`src/inc/usft_cfg.svh`:
```
/* Register map, field positions and reset values of the UART shadow/FIFO-test slice.
   Assumes byte addresses on a 32-bit AXI4-Lite bus, one register per aligned word. */
`ifndef USFT_CFG_SVH
`define USFT_CFG_SVH
`define USFT_AW 8
`define USFT_OFF_DIV_LO 8'h20
`define USFT_OFF_DIV_HI 8'h24
`define USFT_OFF_WIN_LO 8'h30
`define USFT_OFF_WIN_HI 8'h6C
`define USFT_OFF_ACC 8'h70
`define USFT_OFF_PEEK 8'h74
`define USFT_OFF_INJ 8'h78
`define USFT_OFF_STAT 8'h7C
`define USFT_OFF_TXLVL 8'h80
`define USFT_OFF_RXLVL 8'h84
`define USFT_BIT_FE 9
`define USFT_BIT_PE 8
`define USFT_BIT_RXFULL 4
`define USFT_BIT_RXNE 3
`define USFT_BIT_TXEMPTY 2
`define USFT_BIT_TXNF 1
`define USFT_BIT_BUSY 0
`define USFT_RST_DIV 8'h00
`define USFT_RST_ACC 1'b0
`define USFT_RST_STAT 5'h06
`define USFT_LVL_W 5
`define USFT_RESP_OKAY 2'h0
`define USFT_RESP_SLVERR 2'h2
`endif

```
`src/inc/usft_pkg.sv`:
```
/* Types shared by the UART shadow/FIFO-test slice.
   Assumes usft_cfg.svh carries all numeric constants. */
package usft_pkg;
	typedef enum logic [3:0] {
		sel_none,
		sel_div_lo,
		sel_div_hi,
		sel_win,
		sel_acc,
		sel_peek,
		sel_inj,
		sel_stat,
		sel_txlvl,
		sel_rxlvl
	} usft_sel_t;
endpackage : usft_pkg

```
`src/usft_axil_wr.sv`:
```
/* AXI4-Lite write channel slave: takes address and data in either order,
   fires one write when both are held, answers on B. Assumes one write in flight. */
`timescale 1ns/1ps
`include "usft_cfg.svh"
module usft_axil_wr import usft_pkg::*; (
	input wire logic clk_i,
	input wire logic rst_b_i,
	input wire logic ce_i,
	input wire logic [`USFT_AW-1:0] awaddr_i,
	input wire logic awvalid_i,
	output logic awready_o,
	input wire logic [31:0] wdata_i,
	input wire logic [3:0] wstrb_i,
	input wire logic wvalid_i,
	output logic wready_o,
	output logic [1:0] bresp_o,
	output logic bvalid_o,
	input wire logic bready_i,
	input wire logic [1:0] resp_i,
	output logic fire_o,
	output logic [`USFT_AW-1:0] addr_o,
	output logic [31:0] data_o,
	output logic [3:0] strb_o
);
	logic aw_held_ff;
	logic w_held_ff;
	logic nxt_aw_held;
	logic nxt_w_held;
	logic aw_hs;
	logic w_hs;

	assign aw_hs = awvalid_i && awready_o;
	assign w_hs = wvalid_i && wready_o;
	assign fire_o = aw_held_ff && w_held_ff && !bvalid_o;
	assign nxt_aw_held = (aw_held_ff || aw_hs) && !fire_o;
	assign nxt_w_held = (w_held_ff || w_hs) && !fire_o;

	always_ff @(posedge clk_i) begin
		if (!rst_b_i) begin
			aw_held_ff <= 1'b0;
			w_held_ff <= 1'b0;
			awready_o <= 1'b0;
			wready_o <= 1'b0;
		end else if (ce_i) begin
			aw_held_ff <= nxt_aw_held;
			w_held_ff <= nxt_w_held;
			awready_o <= !nxt_aw_held;
			wready_o <= !nxt_w_held;
		end
	end

	always_ff @(posedge clk_i) begin
		if (!rst_b_i) begin
			addr_o <= 8'h00;
			data_o <= 32'h0000_0000;
			strb_o <= 4'h0;
		end else if (ce_i) begin
			if (aw_hs) begin
				addr_o <= awaddr_i;
			end
			if (w_hs) begin
				data_o <= wdata_i;
				strb_o <= wstrb_i;
			end
		end
	end

	always_ff @(posedge clk_i) begin
		if (!rst_b_i) begin
			bvalid_o <= 1'b0;
			bresp_o <= `USFT_RESP_OKAY;
		end else if (ce_i) begin
			if (fire_o) begin
				bvalid_o <= 1'b1;
				bresp_o <= resp_i;
			end else if (bready_i) begin
				bvalid_o <= 1'b0;
			end
		end
	end
endmodule : usft_axil_wr

```
`src/usft_status.sv`:
```
/* Registered FIFO status flags derived from the FIFO levels and the busy line.
   Assumes levels and busy arrive synchronous to clk_i. */
`timescale 1ns/1ps
`include "usft_cfg.svh"
module usft_status import usft_pkg::*; #(
	parameter int FIFO_DEPTH = 16,
	parameter bit HAS_FIFO_STAT = 1'b1
) (
	input wire logic clk_i,
	input wire logic rst_b_i,
	input wire logic ce_i,
	input wire logic [`USFT_LVL_W-1:0] tx_level_i,
	input wire logic [`USFT_LVL_W-1:0] rx_level_i,
	input wire logic busy_i,
	output logic [4:0] flags_o
);
	localparam logic [`USFT_LVL_W-1:0] LVL_FULL = `USFT_LVL_W'(FIFO_DEPTH);
	localparam logic [4:0] RST_FLAGS = `USFT_RST_STAT;
	logic [4:0] nxt_flags;
	logic [4:0] flag_ff;

	always_comb begin
		nxt_flags = 5'h00;
		nxt_flags[`USFT_BIT_RXFULL] = rx_level_i == LVL_FULL;
		nxt_flags[`USFT_BIT_RXNE] = rx_level_i != 5'h00;
		nxt_flags[`USFT_BIT_TXEMPTY] = tx_level_i == 5'h00;
		nxt_flags[`USFT_BIT_TXNF] = tx_level_i != LVL_FULL;
		nxt_flags[`USFT_BIT_BUSY] = busy_i;
	end

	for (genvar i = 0; i < 5; i++) begin : g_flag
		always_ff @(posedge clk_i) begin
			if (!rst_b_i) begin
				flag_ff[i] <= RST_FLAGS[i];
			end else if (ce_i) begin
				flag_ff[i] <= nxt_flags[i];
			end
		end
	end

	// FIFO flags only exist with the status option
	assign flags_o = HAS_FIFO_STAT ? flag_ff : {4'h0, flag_ff[`USFT_BIT_BUSY]};
endmodule : usft_status

```
`src/usft_top.sv`:
```
/* usft_top: UART register slice for the low-power divisor, shadow buffer windows,
   FIFO test access, FIFO status and levels, reached over AXI4-Lite.
   Assumes FIFOs, receive buffer, holding register and serial engine sit outside
   and present levels, head data and busy synchronously to clk_i. */
`timescale 1ns/1ps
`include "usft_cfg.svh"
module usft_top import usft_pkg::*; #(
	parameter bit HAS_LP_RX = 1'b1,
	parameter bit HAS_SHADOW = 1'b1,
	parameter bit HAS_FIFO_ACCESS = 1'b1,
	parameter bit HAS_FIFO_STAT = 1'b1,
	parameter bit HAS_FIFOS = 1'b1,
	parameter int FIFO_DEPTH = 16
) (
	input wire logic clk_i,
	input wire logic rst_b_i,
	input wire logic ce_i,
	input wire logic [`USFT_AW-1:0] s_axi_awaddr_i,
	input wire logic s_axi_awvalid_i,
	output logic s_axi_awready_o,
	input wire logic [31:0] s_axi_wdata_i,
	input wire logic [3:0] s_axi_wstrb_i,
	input wire logic s_axi_wvalid_i,
	output logic s_axi_wready_o,
	output logic [1:0] s_axi_bresp_o,
	output logic s_axi_bvalid_o,
	input wire logic s_axi_bready_i,
	input wire logic [`USFT_AW-1:0] s_axi_araddr_i,
	input wire logic s_axi_arvalid_i,
	output logic s_axi_arready_o,
	output logic [31:0] s_axi_rdata_o,
	output logic [1:0] s_axi_rresp_o,
	output logic s_axi_rvalid_o,
	input wire logic s_axi_rready_i,
	input wire logic line_control_dlab_i,
	input wire logic [7:0] rx_buf_data_i,
	input wire logic [7:0] tx_head_data_i,
	input wire logic [7:0] transmit_holding_data_i,
	input wire logic [`USFT_LVL_W-1:0] tx_level_i,
	input wire logic [`USFT_LVL_W-1:0] rx_level_i,
	input wire logic busy_i,
	output logic [15:0] lp_divisor_o,
	output logic th_load_o,
	output logic [7:0] th_wdata_o,
	output logic rx_buf_pop_o,
	output logic tx_fifo_pop_o,
	output logic rx_inject_o,
	output logic [9:0] rx_inject_word_o,
	output logic fifo_access_mode_o
);
	if (FIFO_DEPTH < 2 || FIFO_DEPTH > 31) begin : g_bad_depth
		$error("usft_top: FIFO_DEPTH must lie in 2..31");
	end

	localparam logic [`USFT_LVL_W-1:0] LVL_FULL = `USFT_LVL_W'(FIFO_DEPTH);

	logic wr_fire;
	logic [`USFT_AW-1:0] wr_addr;
	logic [31:0] wr_data;
	logic [3:0] wr_strb;
	usft_sel_t wr_sel;
	usft_sel_t rd_sel;
	logic [1:0] wr_resp;
	logic ar_hs;
	logic [31:0] rd_word;
	logic [4:0] stat_flags;
	logic [7:0] div_lo_ff;
	logic [7:0] div_hi_ff;

	// Shared address decode for the read and write paths
	function automatic usft_sel_t decode(input logic [`USFT_AW-1:0] a, input logic wr, input logic dlab);
		usft_sel_t s;
		s = sel_none;
		if (a[1:0] != 2'h0) begin
			s = sel_none;
		end else if (HAS_LP_RX && a == `USFT_OFF_DIV_LO) begin
			s = sel_div_lo;
		end else if (HAS_LP_RX && a == `USFT_OFF_DIV_HI) begin
			s = sel_div_hi;
		end else if (HAS_SHADOW && a >= `USFT_OFF_WIN_LO && a <= `USFT_OFF_WIN_HI && (wr || !dlab)) begin
			s = sel_win;
		end else if (a == `USFT_OFF_ACC) begin
			s = sel_acc;
		end else if (HAS_FIFO_ACCESS && !wr && a == `USFT_OFF_PEEK) begin
			s = sel_peek;
		end else if (HAS_FIFO_ACCESS && wr && a == `USFT_OFF_INJ) begin
			s = sel_inj;
		end else if (!wr && a == `USFT_OFF_STAT) begin
			s = sel_stat;
		end else if (HAS_FIFO_STAT && !wr && a == `USFT_OFF_TXLVL) begin
			s = sel_txlvl;
		end else if (HAS_FIFO_STAT && !wr && a == `USFT_OFF_RXLVL) begin
			s = sel_rxlvl;
		end
		return s;
	endfunction : decode

	usft_axil_wr u_wr (
		.clk_i(clk_i),
		.rst_b_i(rst_b_i),
		.ce_i(ce_i),
		.awaddr_i(s_axi_awaddr_i),
		.awvalid_i(s_axi_awvalid_i),
		.awready_o(s_axi_awready_o),
		.wdata_i(s_axi_wdata_i),
		.wstrb_i(s_axi_wstrb_i),
		.wvalid_i(s_axi_wvalid_i),
		.wready_o(s_axi_wready_o),
		.bresp_o(s_axi_bresp_o),
		.bvalid_o(s_axi_bvalid_o),
		.bready_i(s_axi_bready_i),
		.resp_i(wr_resp),
		.fire_o(wr_fire),
		.addr_o(wr_addr),
		.data_o(wr_data),
		.strb_o(wr_strb)
	);

	usft_status #(
		.FIFO_DEPTH(FIFO_DEPTH),
		.HAS_FIFO_STAT(HAS_FIFO_STAT)
	) u_stat (
		.clk_i(clk_i),
		.rst_b_i(rst_b_i),
		.ce_i(ce_i),
		.tx_level_i(tx_level_i),
		.rx_level_i(rx_level_i),
		.busy_i(busy_i),
		.flags_o(stat_flags)
	);

	assign wr_sel = decode(wr_addr, 1'b1, line_control_dlab_i);
	assign rd_sel = decode(s_axi_araddr_i, 1'b0, line_control_dlab_i);
	assign wr_resp = (wr_sel == sel_none) ? `USFT_RESP_SLVERR : `USFT_RESP_OKAY;
	assign ar_hs = s_axi_arvalid_i && s_axi_arready_o;
	assign lp_divisor_o = {div_hi_ff, div_lo_ff};

	// Divisor latch pair
	always_ff @(posedge clk_i) begin
		if (!rst_b_i) begin
			div_lo_ff <= `USFT_RST_DIV;
			div_hi_ff <= `USFT_RST_DIV;
		end else if (ce_i && wr_fire && wr_strb[0]) begin
			if (wr_sel == sel_div_lo) begin
				div_lo_ff <= wr_data[7:0];
			end
			if (wr_sel == sel_div_hi) begin
				div_hi_ff <= wr_data[7:0];
			end
		end
	end

	// Test access mode enable
	always_ff @(posedge clk_i) begin
		if (!rst_b_i) begin
			fifo_access_mode_o <= `USFT_RST_ACC;
		end else if (ce_i && HAS_FIFO_ACCESS && wr_fire && wr_sel == sel_acc && wr_strb[0]) begin
			fifo_access_mode_o <= wr_data[0];
		end
	end

	// Shadow transmit window into the holding path
	always_ff @(posedge clk_i) begin
		if (!rst_b_i) begin
			th_load_o <= 1'b0;
			th_wdata_o <= 8'h00;
		end else if (ce_i) begin
			th_load_o <= wr_fire && wr_sel == sel_win && wr_strb[0];
			if (wr_fire && wr_sel == sel_win && wr_strb[0]) begin
				th_wdata_o <= wr_data[7:0];
			end
		end
	end

	// Receive injection with error flags
	always_ff @(posedge clk_i) begin
		if (!rst_b_i) begin
			rx_inject_o <= 1'b0;
			rx_inject_word_o <= 10'h000;
		end else if (ce_i) begin
			rx_inject_o <= wr_fire && wr_sel == sel_inj && fifo_access_mode_o && wr_strb[0];
			if (wr_fire && wr_sel == sel_inj) begin
				rx_inject_word_o[7:0] <= wr_data[7:0];
				rx_inject_word_o[9] <= wr_data[`USFT_BIT_FE] && wr_strb[1];
				rx_inject_word_o[8] <= wr_data[`USFT_BIT_PE] && wr_strb[1];
			end
		end
	end

	// Read data; fields narrower than a word leave the upper bits zero
	always_comb begin
		rd_word = 32'h0000_0000;
		case (rd_sel)
			sel_div_lo: rd_word[7:0] = div_lo_ff;
			sel_div_hi: rd_word[7:0] = div_hi_ff;
			sel_win: rd_word[7:0] = rx_buf_data_i;
			sel_acc: rd_word[0] = fifo_access_mode_o;
			sel_peek: begin
				if (fifo_access_mode_o) begin
					rd_word[7:0] = HAS_FIFOS ? tx_head_data_i : transmit_holding_data_i;
				end
			end
			sel_stat: rd_word[4:0] = stat_flags;
			sel_txlvl: rd_word[4:0] = tx_level_i;
			sel_rxlvl: rd_word[4:0] = rx_level_i;
			default: rd_word = 32'h0000_0000;
		endcase
	end

	always_ff @(posedge clk_i) begin
		if (!rst_b_i) begin
			s_axi_arready_o <= 1'b0;
			s_axi_rvalid_o <= 1'b0;
			s_axi_rdata_o <= 32'h0000_0000;
			s_axi_rresp_o <= `USFT_RESP_OKAY;
		end else if (ce_i) begin
			if (ar_hs) begin
				s_axi_arready_o <= 1'b0;
				s_axi_rvalid_o <= 1'b1;
				s_axi_rdata_o <= rd_word;
				s_axi_rresp_o <= (rd_sel == sel_none) ? `USFT_RESP_SLVERR : `USFT_RESP_OKAY;
			end else if (s_axi_rvalid_o && s_axi_rready_i) begin
				s_axi_rvalid_o <= 1'b0;
				s_axi_arready_o <= 1'b1;
			end else if (!s_axi_rvalid_o) begin
				s_axi_arready_o <= 1'b1;
			end
		end
	end

	// Read side effects on the buffers
	always_ff @(posedge clk_i) begin
		if (!rst_b_i) begin
			rx_buf_pop_o <= 1'b0;
			tx_fifo_pop_o <= 1'b0;
		end else if (ce_i) begin
			rx_buf_pop_o <= ar_hs && rd_sel == sel_win;
			tx_fifo_pop_o <= ar_hs && rd_sel == sel_peek && fifo_access_mode_o && HAS_FIFOS
				&& tx_level_i != 5'h00;
		end
	end
endmodule : usft_top

```
`config.mk`:
```
export PLATFORM = sky130hd
export DESIGN_NAME = usft_top
export DESIGN_NICKNAME = d
export VERILOG_FILES = /design/src/inc/usft_pkg.sv /design/src/usft_axil_wr.sv /design/src/usft_status.sv /design/src/usft_top.sv
export VERILOG_INCLUDE_DIRS = /design/src /design/src/inc
export SDC_FILE = /design/constraint.sdc
export NUM_CORES = 1
export LEC_CHECK = 0
export BUFFER_PORTS_ARGS = -buffer_cell sky130_fd_sc_hd__clkbuf_2
export CAP_MARGIN = 10
export CORE_MARGIN = 5
export CORE_UTILIZATION = 50
export CTS_CLUSTER_DIAMETER = 30
export DETAILED_ROUTE_END_ITERATION = 12
export MAX_ROUTING_LAYER = met4
export PLACE_DENSITY = 0.94
export SYNTH_ARGS = -nofsm -noshare
export SYNTH_HDL_FRONTEND = slang
export SYNTH_SLANG_ARGS = --single-unit
```
`constraint.sdc`:
```
create_clock -name clk_i -period 5 [get_ports clk_i]
set_input_delay 1.5 -clock clk_i [delete_from_list [all_inputs] [get_ports clk_i]]
set_output_delay 1.5 -clock clk_i [all_outputs]
set_load 0.005 [all_outputs]
```
; Word-level counts from Yosys, hierarchy flattened
; Cells that the tools add are included.
[op_classes]
n_div = 0
n_lt_le_gt_ge = 4
mul = 0
mux = 28
n_bitwise = 0
add_sub_neg = 0
shift = 0
n_reduce_logical = 53
n_eq_ne = 27
[ops]
columns = op, n
row1 = 4-bit 2-to-1 mux, 14
row2 = "8-bit by 7-bit equality test with 1-bit output, second input constant", 5
row3 = "8-bit by 6-bit equality test with 1-bit output, second input constant", 4
row4 = 4-bit one-hot mux with 7 select lines, 1
row5 = 1-bit logical AND, 26
row6 = 2-bit AND reduction, 11
row7 = "4-bit by 3-bit equality test with 1-bit output, second input constant", 5
row8 = "4-bit by 2-bit equality test with 1-bit output, second input constant", 4
row9 = "8-bit equality test, second input constant", 2
row10 = "8-bit by 6-bit >= comparator with 1-bit output, second input constant", 2
row11 = "8-bit by 7-bit less-or-equal comparator with 1-bit output, second input constant", 2
row12 = 3-bit one-hot mux with 4 select lines, 1
row13 = 5-bit nonzero test, 2
row14 = "4-bit by 1-bit equality test with 1-bit output, second input constant", 2
row15 = "4-bit equality test, second input constant", 2
row16 = 4-bit zero test, 2
row17 = 8-bit 2-to-1 mux, 1
row18 = 1-bit one-hot mux with 8 select lines, 1
row19 = 2-bit nonzero test, 4
row20 = 1-bit 2-to-1 mux, 7
row21 = "5-bit equality test, second input constant", 1
row22 = 1-bit zero test, 5
row23 = 5-bit zero test, 1
row24 = "5-bit inequality test, second input constant", 1
row25 = 4 further kinds, 6
[totals]
register_bits = 83
word_cells = 139
latch_bits = 0
rom_bits = 0
mem_bits_rw = 0
input_bits = 96
mem_count = 0

; Longest topological paths before layout
; Gate-level depths: netlist of run 1.
[logic_depth]
ltp_word = 14
ltp_mapped = 6
ltp_nobuf = 5

; Modules after synthesis
; From an unflattened synthesis of run 1, not the netlist that was laid out.
[unflattened]
cells_unflattened = 568
hier_area_um2 = 5044.8
[modules_own_cells]
columns = module, n_inst, cells_per_inst, seq_area_each_um2, area_per_inst_um2
row1 = usft_top, 1, 320, 1001.0, 2711.4
row2 = usft_axil_wr, 1, 225, 1021.0, 2099.5
row3 = usft_status, 1, 23, 100.1, 234.0

; Worst setup path before layout of run 1
; No wires, ideal clock.
[synth_timing]
path_type = input to register
from = in s_axi_araddr_i[2]
to = reg s_axi_rdata_o[1]
arrival_time_ns = 2.727
path_buffers = 1
path_slack_ns = 2.138
cell_stages = 6
setup_ns = 0.135
path_cell_list = buf_4 -> o211ai_1 -> a311oi_2 -> o32ai_2 -> o31ai_2 -> a32oi_1
[synth_between]
elab_chain_len = 12
elab_cells_between_ends = 28
classes_between = 2 x order compare / 14 x eq/ne / 10 x mux / 2 x reduce/logical
[synth_lines]
columns = item, line
row1 = "start, declared", usft_top.sv:28  ; input wire logic [`USFT_AW-1:0] s_axi_araddr_i,
row2 = 8-bit equality test (no line), --
row3 = 4-bit 2-to-1 mux, usft_top.sv:92  ; end else if (HAS_FIFO_STAT && !wr && a == `USFT_OFF_RXLVL) begin
row4 = 4-bit 2-to-1 mux, usft_top.sv:90  ; end else if (HAS_FIFO_STAT && !wr && a == `USFT_OFF_TXLVL) begin
row5 = 4-bit 2-to-1 mux, usft_top.sv:88  ; end else if (!wr && a == `USFT_OFF_STAT) begin
row6 = 4-bit 2-to-1 mux, usft_top.sv:84  ; end else if (HAS_FIFO_ACCESS && !wr && a == `USFT_OFF_PEEK) begin
row7 = 4-bit 2-to-1 mux, usft_top.sv:82  ; end else if (a == `USFT_OFF_ACC) begin
row8 = 4-bit 2-to-1 mux, usft_top.sv:80  ; end else if (HAS_SHADOW && a >= `USFT_OFF_WIN_LO && a <= `USFT_OFF_WIN_HI && (wr || !dlab)) begin
row9 = 4-bit 2-to-1 mux, usft_top.sv:78  ; end else if (HAS_LP_RX && a == `USFT_OFF_DIV_HI) begin
row10 = 4-bit 2-to-1 mux *, usft_top.sv:76  ; end else if (HAS_LP_RX && a == `USFT_OFF_DIV_LO) begin
row11 = 4-bit 2-to-1 mux *, usft_top.sv:74  ; if (a[1:0] != 2'h0) begin
row12 = 4-bit equality test (tied with other cells), usft_top.sv:193  ; case (rd_sel)
row13 = 4-bit one-hot mux with 7 select lines *, usft_top.sv:193
row14 = "end signal, assigned", usft_top.sv:220  ; s_axi_rdata_o <= rd_word;
row15 = "end, declared", usft_top.sv:31  ; output logic [31:0] s_axi_rdata_o,
; Every way passes the cells marked *; elsewhere a longest branch is shown, timed or not.
; A chain may end at the register's enable or synchronous reset.

; Final worst setup path of run 1
[layout_timing]
from = in s_axi_araddr_i[2]
to = reg s_axi_rdata_o[4]
; The elaborated chain is that of the path after synthesis.

==> results.yml, run 1 <==
critical_path:
  path_max_fanout: 19
  r2r_end: "th_wdata_o[1]"
  critPathCaptureType: "flip-flop"
  cp.required_ns: 5.20
  rr_startpoint: "u_wr.aw_held_ff"
  worst_path_max_delay_cell: "a311oi_2"
  worstSetupStartpointType: "input pin"
  crit_family: "compound AO/OA/AOI/OAI gates"
  r2r_cells: 5
  path_cells: "clkbuf_2 -> o211ai_1 -> a311oi_2 -> o32ai_2 -> o31ai_2 -> a32oi_1"
  path_class: "input pin to flip-flop"
  rrSetupSlack_ns: 2.77
  worstPathArrival_ns: 3.32
  worst_path_largest_cell_delay_ns: 0.47
  path_buf_inv: 1
die:
  die_area_um2: 10060
  die_w_um: 100.3
  die_h_um: 100.3
  io_pins: 176
  fp.coreArea_um2: 8093
  start_util_pct: 50.36
  num_rows: 33
power:
  switching_share_pct: 25.67
  fin_total_pwr_w: 0.001263
  clkPwrFrac_pct: 38.3
  p_int_w: 0.0009388
  cellLeakagePower_nw: 1.896
  power_density_nw_per_um2: 262.4
  seqPwrFrac_pct: 52.6
  ir_drop_mv: 0.1894
  switchingPower_w: 0.0003242
  combPwrFrac_pct: 9.1
finish:
  stdcell_area_um2: 4813
  fillCellCount: 697
  num_antenna_cells: 0
  nets: 644
  layout_common_cells: "clkbuf_2 (117), dfxtp_1 (81), nand2_1 (72)"
  layout_commonest_cell: "clkbuf_2"
  multiInputGateArea_um2: 2233
  seq_area_um2: 1622
  drive_above_1_share_pct: 27.49
  areaGrowthSynthToFinish_pct: 18.11
placed_design:
  dp_hpwl_um: 8006
  placed_area_um2: 4609
  portBuffers: 117
  globalplace.congestion: 0.8799
sta:
  period_minus_slack_ns: 3.115
  setup_viol: 0
  setup-tns-final_ns: 0
  slew_viol_final: 0
  max_slew_margin_pct: 32.93
  finalClockSkew_ns: 0.008469
  worst_pin_slew_ns: 1.002
  fmax_mhz: 321.0
  rsz0062_at_grt: "false"
  finalHoldViolations: 0
  final.period_utilization_pct: 62.30
logic_synthesis:
  synth_area_per_cell_um2: 9.262
  yosysTopAreaCellShare_pct: 39.79
  synth_cell_types: 52
  ys_seq_area_share_pct: 39.79
  synth.ff_latch_count: 81
  synth_edf_count: 0
  synth.area.top_cells: "dfxtp_1 (40%), mux2i_1 (12%), nand2_1 (6.6%)"
  synth_top_area_cell: "dfxtp_1"
  syn_area_um2: 4075
  ys_warn_count: 0
  ys.flop_type: "dfxtp_1"
  synthCells: 440
  async_flop_share_pct: 0
route:
  routed_via_density: 5.436
  drtIter0Drc: 245
  firstDrtPassIters: 5
  routed_wl_um: 10520
  vias: 3577
  ant_nets: 0
  drcViolationCount: 0
  wl_per_cell_um: 15.99
grt:
  grt_overflow: 0
  grt_pass1_wl_um: 16730
  grt_pass1_vias: 3469
  antenna_found_initial: 0
  grt_max_degree: 75
  track_usage_pct: 21.31
min_path:
  holdCritStartpoint: "s_axi_rdata_o[7]"
  min_path_type: "flip-flop to flip-flop"
  worstHoldPathCells: 2
  hold_end: "s_axi_rdata_o[7]"
cts:
  postCtsHoldBufs: 0
  cts.path.max_buffers: 2
  clkSlewWorstSetupHoldPaths_ns: 0.09
  tritoncts: "built"
  cts-root-buf: "clkbuf_8"
  htree_levels: 3
  post-cts-setup-buffers: 0
  numCtsBuffers: 9
  cts.sinks: 81
  ctsResizeCount: 0
  clkLatencyLatePin_ns: 0.34
status:
  outcome: "completed"
flow_run:
  drv_cap: 0
## per-stage QoR
step | worst slack [ns] | util (%) | hold WS, ns | instances
3_3_place_gp | 1.606 | 56.96 | 0.4323 | 642
2_1_floorplan | 2.138 | - | 0.4422 | 465
5_1_grt | 1.761 | 59.48 | 0.4999 | 658
4_1_cts | 1.923 | 59.48 | 0.4642 | 658
6_report | 1.885 | 59.48 | 0.4703 | 658
3_5_place_dp | 1.547 | 56.96 | 0.4397 | 642
## cells in the mapped netlist (3+ instances only)
cell type,n
nand3_1,10
clkbuf_1,11
o21ai_0,5
nand4_1,3
mux2i_1,47
nand2b_1,6
and3_1,10
nor4b_4,3
nor2_1,13
inv_1,6
a32oi_1,4
o41ai_1,4
nor3b_1,3
o211ai_1,4
dfxtp_1,81
a21boi_0,27
o22ai_1,3
a21oi_1,7
a221oi_1,7
nor2b_1,41
buf_4,31
buf_2,3
nand2_1,72
a222oi_1,3
nor3_4,3
## worst register-to-register path: cells and delay by family, from the launching register on
kind	cells	cell delay, ns
AND/OR/NAND/NOR	4	1.47
multiplexers	1	0.27
flip-flops	1	0.39
## final cells by class
type / count / area share (%)
repair buffers: 119 / 12.48
flip-flops and latches: 81 / 33.69
well taps: 105 / 2.729
clock inverters: 7 / 1.664
multi-input cells: 331 / 46.40
clock buffers: 9 / 2.573
inverters: 6 / 0.4679
## logic make-up (layout without fill, tap and decap cells)
logic type             Yosys count  after routing  synth area share (%)
and+or+nand+nor                179            179                 24.90
DFF                             81             81                 39.79
AOI/OAI and AO/OA               78             78                 15.57
buffers and inverters           53            141                 7.829
muxes                           48             48                 11.82
other                            1             26               0.09202
## power by group through the flow
| stage | clock [W] | sequential [W] | combinational (W) |
|---|---|---|---|
| final | 0.000484 | 0.000665 | 0.000114 |
| after global routing | 0.000528 | 0.000667 | 0.000126 |
| after CTS | 0.000496 | 0.000665 | 0.000114 |
| after detailed placement | 0 | 0.000680 | 0.000113 |
| after global placement | 0 | 0.000679 | 0.000109 |
| after floorplan | 0 | 0.000677 | 0.0000812 |
## flip-flops by register name (all words and copies together), names as in the netlist, 2 cells and up
signal,cells
rx_inject_word_o,10
u_wr.data_o,10
div_hi_ff,8
div_lo_ff,8
s_axi_rdata_o,8
th_wdata_o,8
u_wr.addr_o,8
u_stat.flags_o,5
u_wr.strb_o,2
## layer usage
layer	wire length [µm]	vias up	global-route usage, %
met5	0	-	-
met4	129	0	7.047
met2	5160	175	35.68
met3	946	16	4.378
li1	-	1722	-
met1	4287	1664	25.60
## worst max-delay path by stage
stage	from	to	slack [ns]	cells after the start
detailed placement	s_axi_araddr_i[2]	s_axi_rdata_o[4]	1.55	6
finish	s_axi_araddr_i[2]	s_axi_rdata_o[4]	1.88	6
floorplan	s_axi_araddr_i[2]	s_axi_rdata_o[1]	2.14	6
CTS	s_axi_araddr_i[2]	s_axi_rdata_o[4]	1.92	6
global route	s_axi_araddr_i[2]	s_axi_rdata_o[2]	1.76	6
global placement	ce_i	th_wdata_o[1]	1.61	6
No activity file was read; power rests on OpenSTA's default activity.
==> run 2: changes to the inputs <==
--- a/config.mk
+++ b/config.mk
@@ -6,14 +6,15 @@
 export SDC_FILE = /design/constraint.sdc
 export NUM_CORES = 1
 export LEC_CHECK = 0
+export ABC_AREA = 1
 export BUFFER_PORTS_ARGS = -buffer_cell sky130_fd_sc_hd__clkbuf_2
 export CAP_MARGIN = 10
 export CORE_MARGIN = 5
-export CORE_UTILIZATION = 50
+export CORE_UTILIZATION = 42
 export CTS_CLUSTER_DIAMETER = 30
 export DETAILED_ROUTE_END_ITERATION = 12
 export MAX_ROUTING_LAYER = met4
-export PLACE_DENSITY = 0.94
+export PLACE_DENSITY = 0.87
 export SYNTH_ARGS = -nofsm -noshare
 export SYNTH_HDL_FRONTEND = slang
 export SYNTH_SLANG_ARGS = --single-unit
==> constraint.sdc (replaced) <==
create_clock -name clk_i -period 2.8 [get_ports clk_i]
set_input_delay 0.84 -clock clk_i [delete_from_list [all_inputs] [get_ports clk_i]]
set_output_delay 0.84 -clock clk_i [all_outputs]
set_load 0.005 [all_outputs]
==> results.yml, run 2 <==
logic_synthesis:
  synthXorXnorAreaFrac_pct: 0
  synth_area_per_cell_um2: 7.184
  synth_cell_types: 34
  async_flop_share_pct: 0
  synth-simple-area-share_pct: 26.24
  syn_area_um2: 3844
  synth_edf_count: 0
  ys_warn_count: 0
  synth_commonest_cells: "nand2_1 (126), dfxtp_1 (81), a21oi_1 (56), inv_1 (55), nor2_1 (37)"
  synth.area.top_cells: "dfxtp_1 (42%), nand2_1 (12%), a21oi_1 (7.3%)"
  ys_seq_area_share_pct: 42.19
  yosysTopAreaCellShare_pct: 42.19
  synth.ff_latch_count: 81
  synth_top_area_cell: "dfxtp_1"
  synth-adder-area-share_pct: 0
  synthCells: 535
  synth_compound_area_share_pct: 18.68
  synth_top_family_by_area: "simple AND/OR/NAND/NOR gates"
  ys.flop_type: "dfxtp_1"
  yosysMostFrequentCell: "nand2_1"
  muxShareOfSynthArea_pct: 0
grt:
  grt_overflow: 0
  track_usage_pct: 18.44
  antenna_found_initial: 0
  met3_usage_pct: 3.246
  grt_max_degree: 46
  met2_usage_pct: 30.42
  busiest_layer: "met2"
  groute.layer.met1.usage_pct: 23.16
  grt_pass1_wl_um: 16450
  grt_pass1_vias: 3509
placed_design:
  globalplace.congestion: 0.9106
  portBuffers: 117
  dp_hpwl_um: 8172
critical_path:
  path_max_fanout: 9
  cp.required_ns: 3.09
  worstSetupStartpointType: "input pin"
  crit_start: "s_axi_araddr_i[1]"
  rr_startpoint: "u_wr.aw_held_ff"
  path_cells: "clkbuf_2 -> nor2_4 -> nand2_1 -> nor2_4 -> nor2_2 -> nand3_2 -> nand2_2 -> nor2_4 -> nand2_1 -> nand3_1 -> o21ai_1 -> nand2_1"
  worstPathArrival_ns: 2.24
  r2r_cells: 9
  worst_path_max_delay_cell: "nor2_4"
  cp_num_cells: 12
  critPathCaptureType: "flip-flop"
  rrSetupSlack_ns: 1.03
  worst_path_largest_cell_delay_ns: 0.23
  path_buf_inv: 1
  r2r_end: "div_hi_ff[5]"
  crit_family: "simple AND/OR/NAND/NOR gates"
  path_class: "input pin to flip-flop"
sta:
  rsz0062_at_grt: "false"
  period_minus_slack_ns: 1.951
  slew_viol_final: 0
  fmax_mhz: 512.6
  finalHoldViolations: 0
  setup_viol: 0
  finalClockSkew_ns: 0.009695
  setup-tns-final_ns: 0
  holdWs_ns: 0.4563
  final.period_utilization_pct: 69.67
route:
  routed_wl_um: 10330
  firstDrtPassIters: 4
  wl_per_cell_um: 13.43
  routed_via_density: 4.943
  drtIter0Drc: 138
  vias: 3801
  ant_nets: 0
  drcViolationCount: 0
cts:
  cts-root-buf: "clkbuf_8"
  cts.path.max_buffers: 2
  postCtsHoldBufs: 0
  post-cts-setup-buffers: 0
  clkLatencyLatePin_ns: 0.34
  ctsResizeCount: 0
  numCtsBuffers: 9
  tritoncts: "built"
  clkSlewWorstSetupHoldPaths_ns: 0.08
  cts.sinks: 81
  htree_levels: 3
min_path:
  hold_end: "u_wr.data_o[8]"
  worstHoldPathCells: 2
  holdCritStartpoint: "u_wr.data_o[8]"
  min_path_type: "flip-flop to flip-flop"
finish:
  num_antenna_cells: 0
  reg_top3: "rx_inject_word_o: 10 flops, u_wr.data_o: 10 flops"
  nets: 749
  final_core_utilization_pct: 51.50
  layout_common_cells: "nand2_1 (126), clkbuf_2 (117), dfxtp_1 (81)"
  areaGrowthSynthToFinish_pct: 21.45
  layout_commonest_cell: "nand2_1"
  drive_above_1_share_pct: 24.92
power:
  cellLeakagePower_nw: 2.145
  ir_drop_mv: 0.3256
  power_density_nw_per_um2: 484.2
flow_run:
  drv_cap: 0
die:
  fp.coreArea_um2: 9065
  io_pins: 176
  num_rows: 35
  start_util_pct: 42.40
  die_w_um: 105.7
  die_area_um2: 11170
  die_h_um: 105.7
status:
  outcome: "completed"
## run 2: how the worst max path moves through the flow
stage | to
global placement | s_axi_rdata_o[3]
floorplan | s_axi_rdata_o[2]
global route | s_axi_rdata_o[2]
finish | s_axi_rdata_o[2]
CTS | s_axi_rdata_o[2]
detailed placement | s_axi_rdata_o[2]
## run 2: kinds of logic (layout without fill, tap and decap cells)
family	count (synthesis)	in the layout
other cells	1	26
simple gates	227	227
compound gates	123	123
flops	81	81
buf+inv	103	201
## run 2: tightest hold or removal path: stages, from the launching register on
cell     delay (ns)
dfxtp_1        0.31
inv_1          0.06
a21oi_1        0.05
## run 2: area by class of cell
cell class / instances / area [µm²]
inverters: 60 / 225.2
fillers: 914 / 4397
well taps: 111 / 138.9
repair buffers: 125 / 645.6
clock buffers: 9 / 123.9
flip-flops and latches: 81 / 1622
multi-input cells: 376 / 1824
clock inverters: 7 / 88.84
## run 2: report_power, final
group / total [W] / leakage [nW] / internal, W / switching (W)
Clock: 0.000888 / 0.103 / 0.000429 / 0.000459
Sequential: 0.00119 / 0.656 / 0.00117 / 0.0000142
Combinational: 0.000186 / 1.39 / 0.0000691 / 0.000117
## run 2: metrics by stage
step | instances | power [W] | setup WS (ns) | cell area (µm²)
2_1_floorplan | 560 | 0.001339 | 0.8055 | 3938
3_3_place_gp | 753 | 0.001396 | 0.4609 | 4456
3_5_place_dp | 753 | 0.001398 | 0.4948 | 4456
4_1_cts | 769 | 0.002286 | 0.8546 | 4668
5_1_grt | 769 | 0.002363 | 0.6824 | 4668
6_report | 769 | 0.002260 | 0.8491 | 4668
## run 2: per-layer routing
metal  wire length, µm  vias to the layer above  share of wire (%)
li1                  -                     1956                  -
met1              4593                     1689                 44
met2              4837                      141                 47
met3               735                       15                7.1
met4               160                        0                1.5
met5                 0                        -                  0
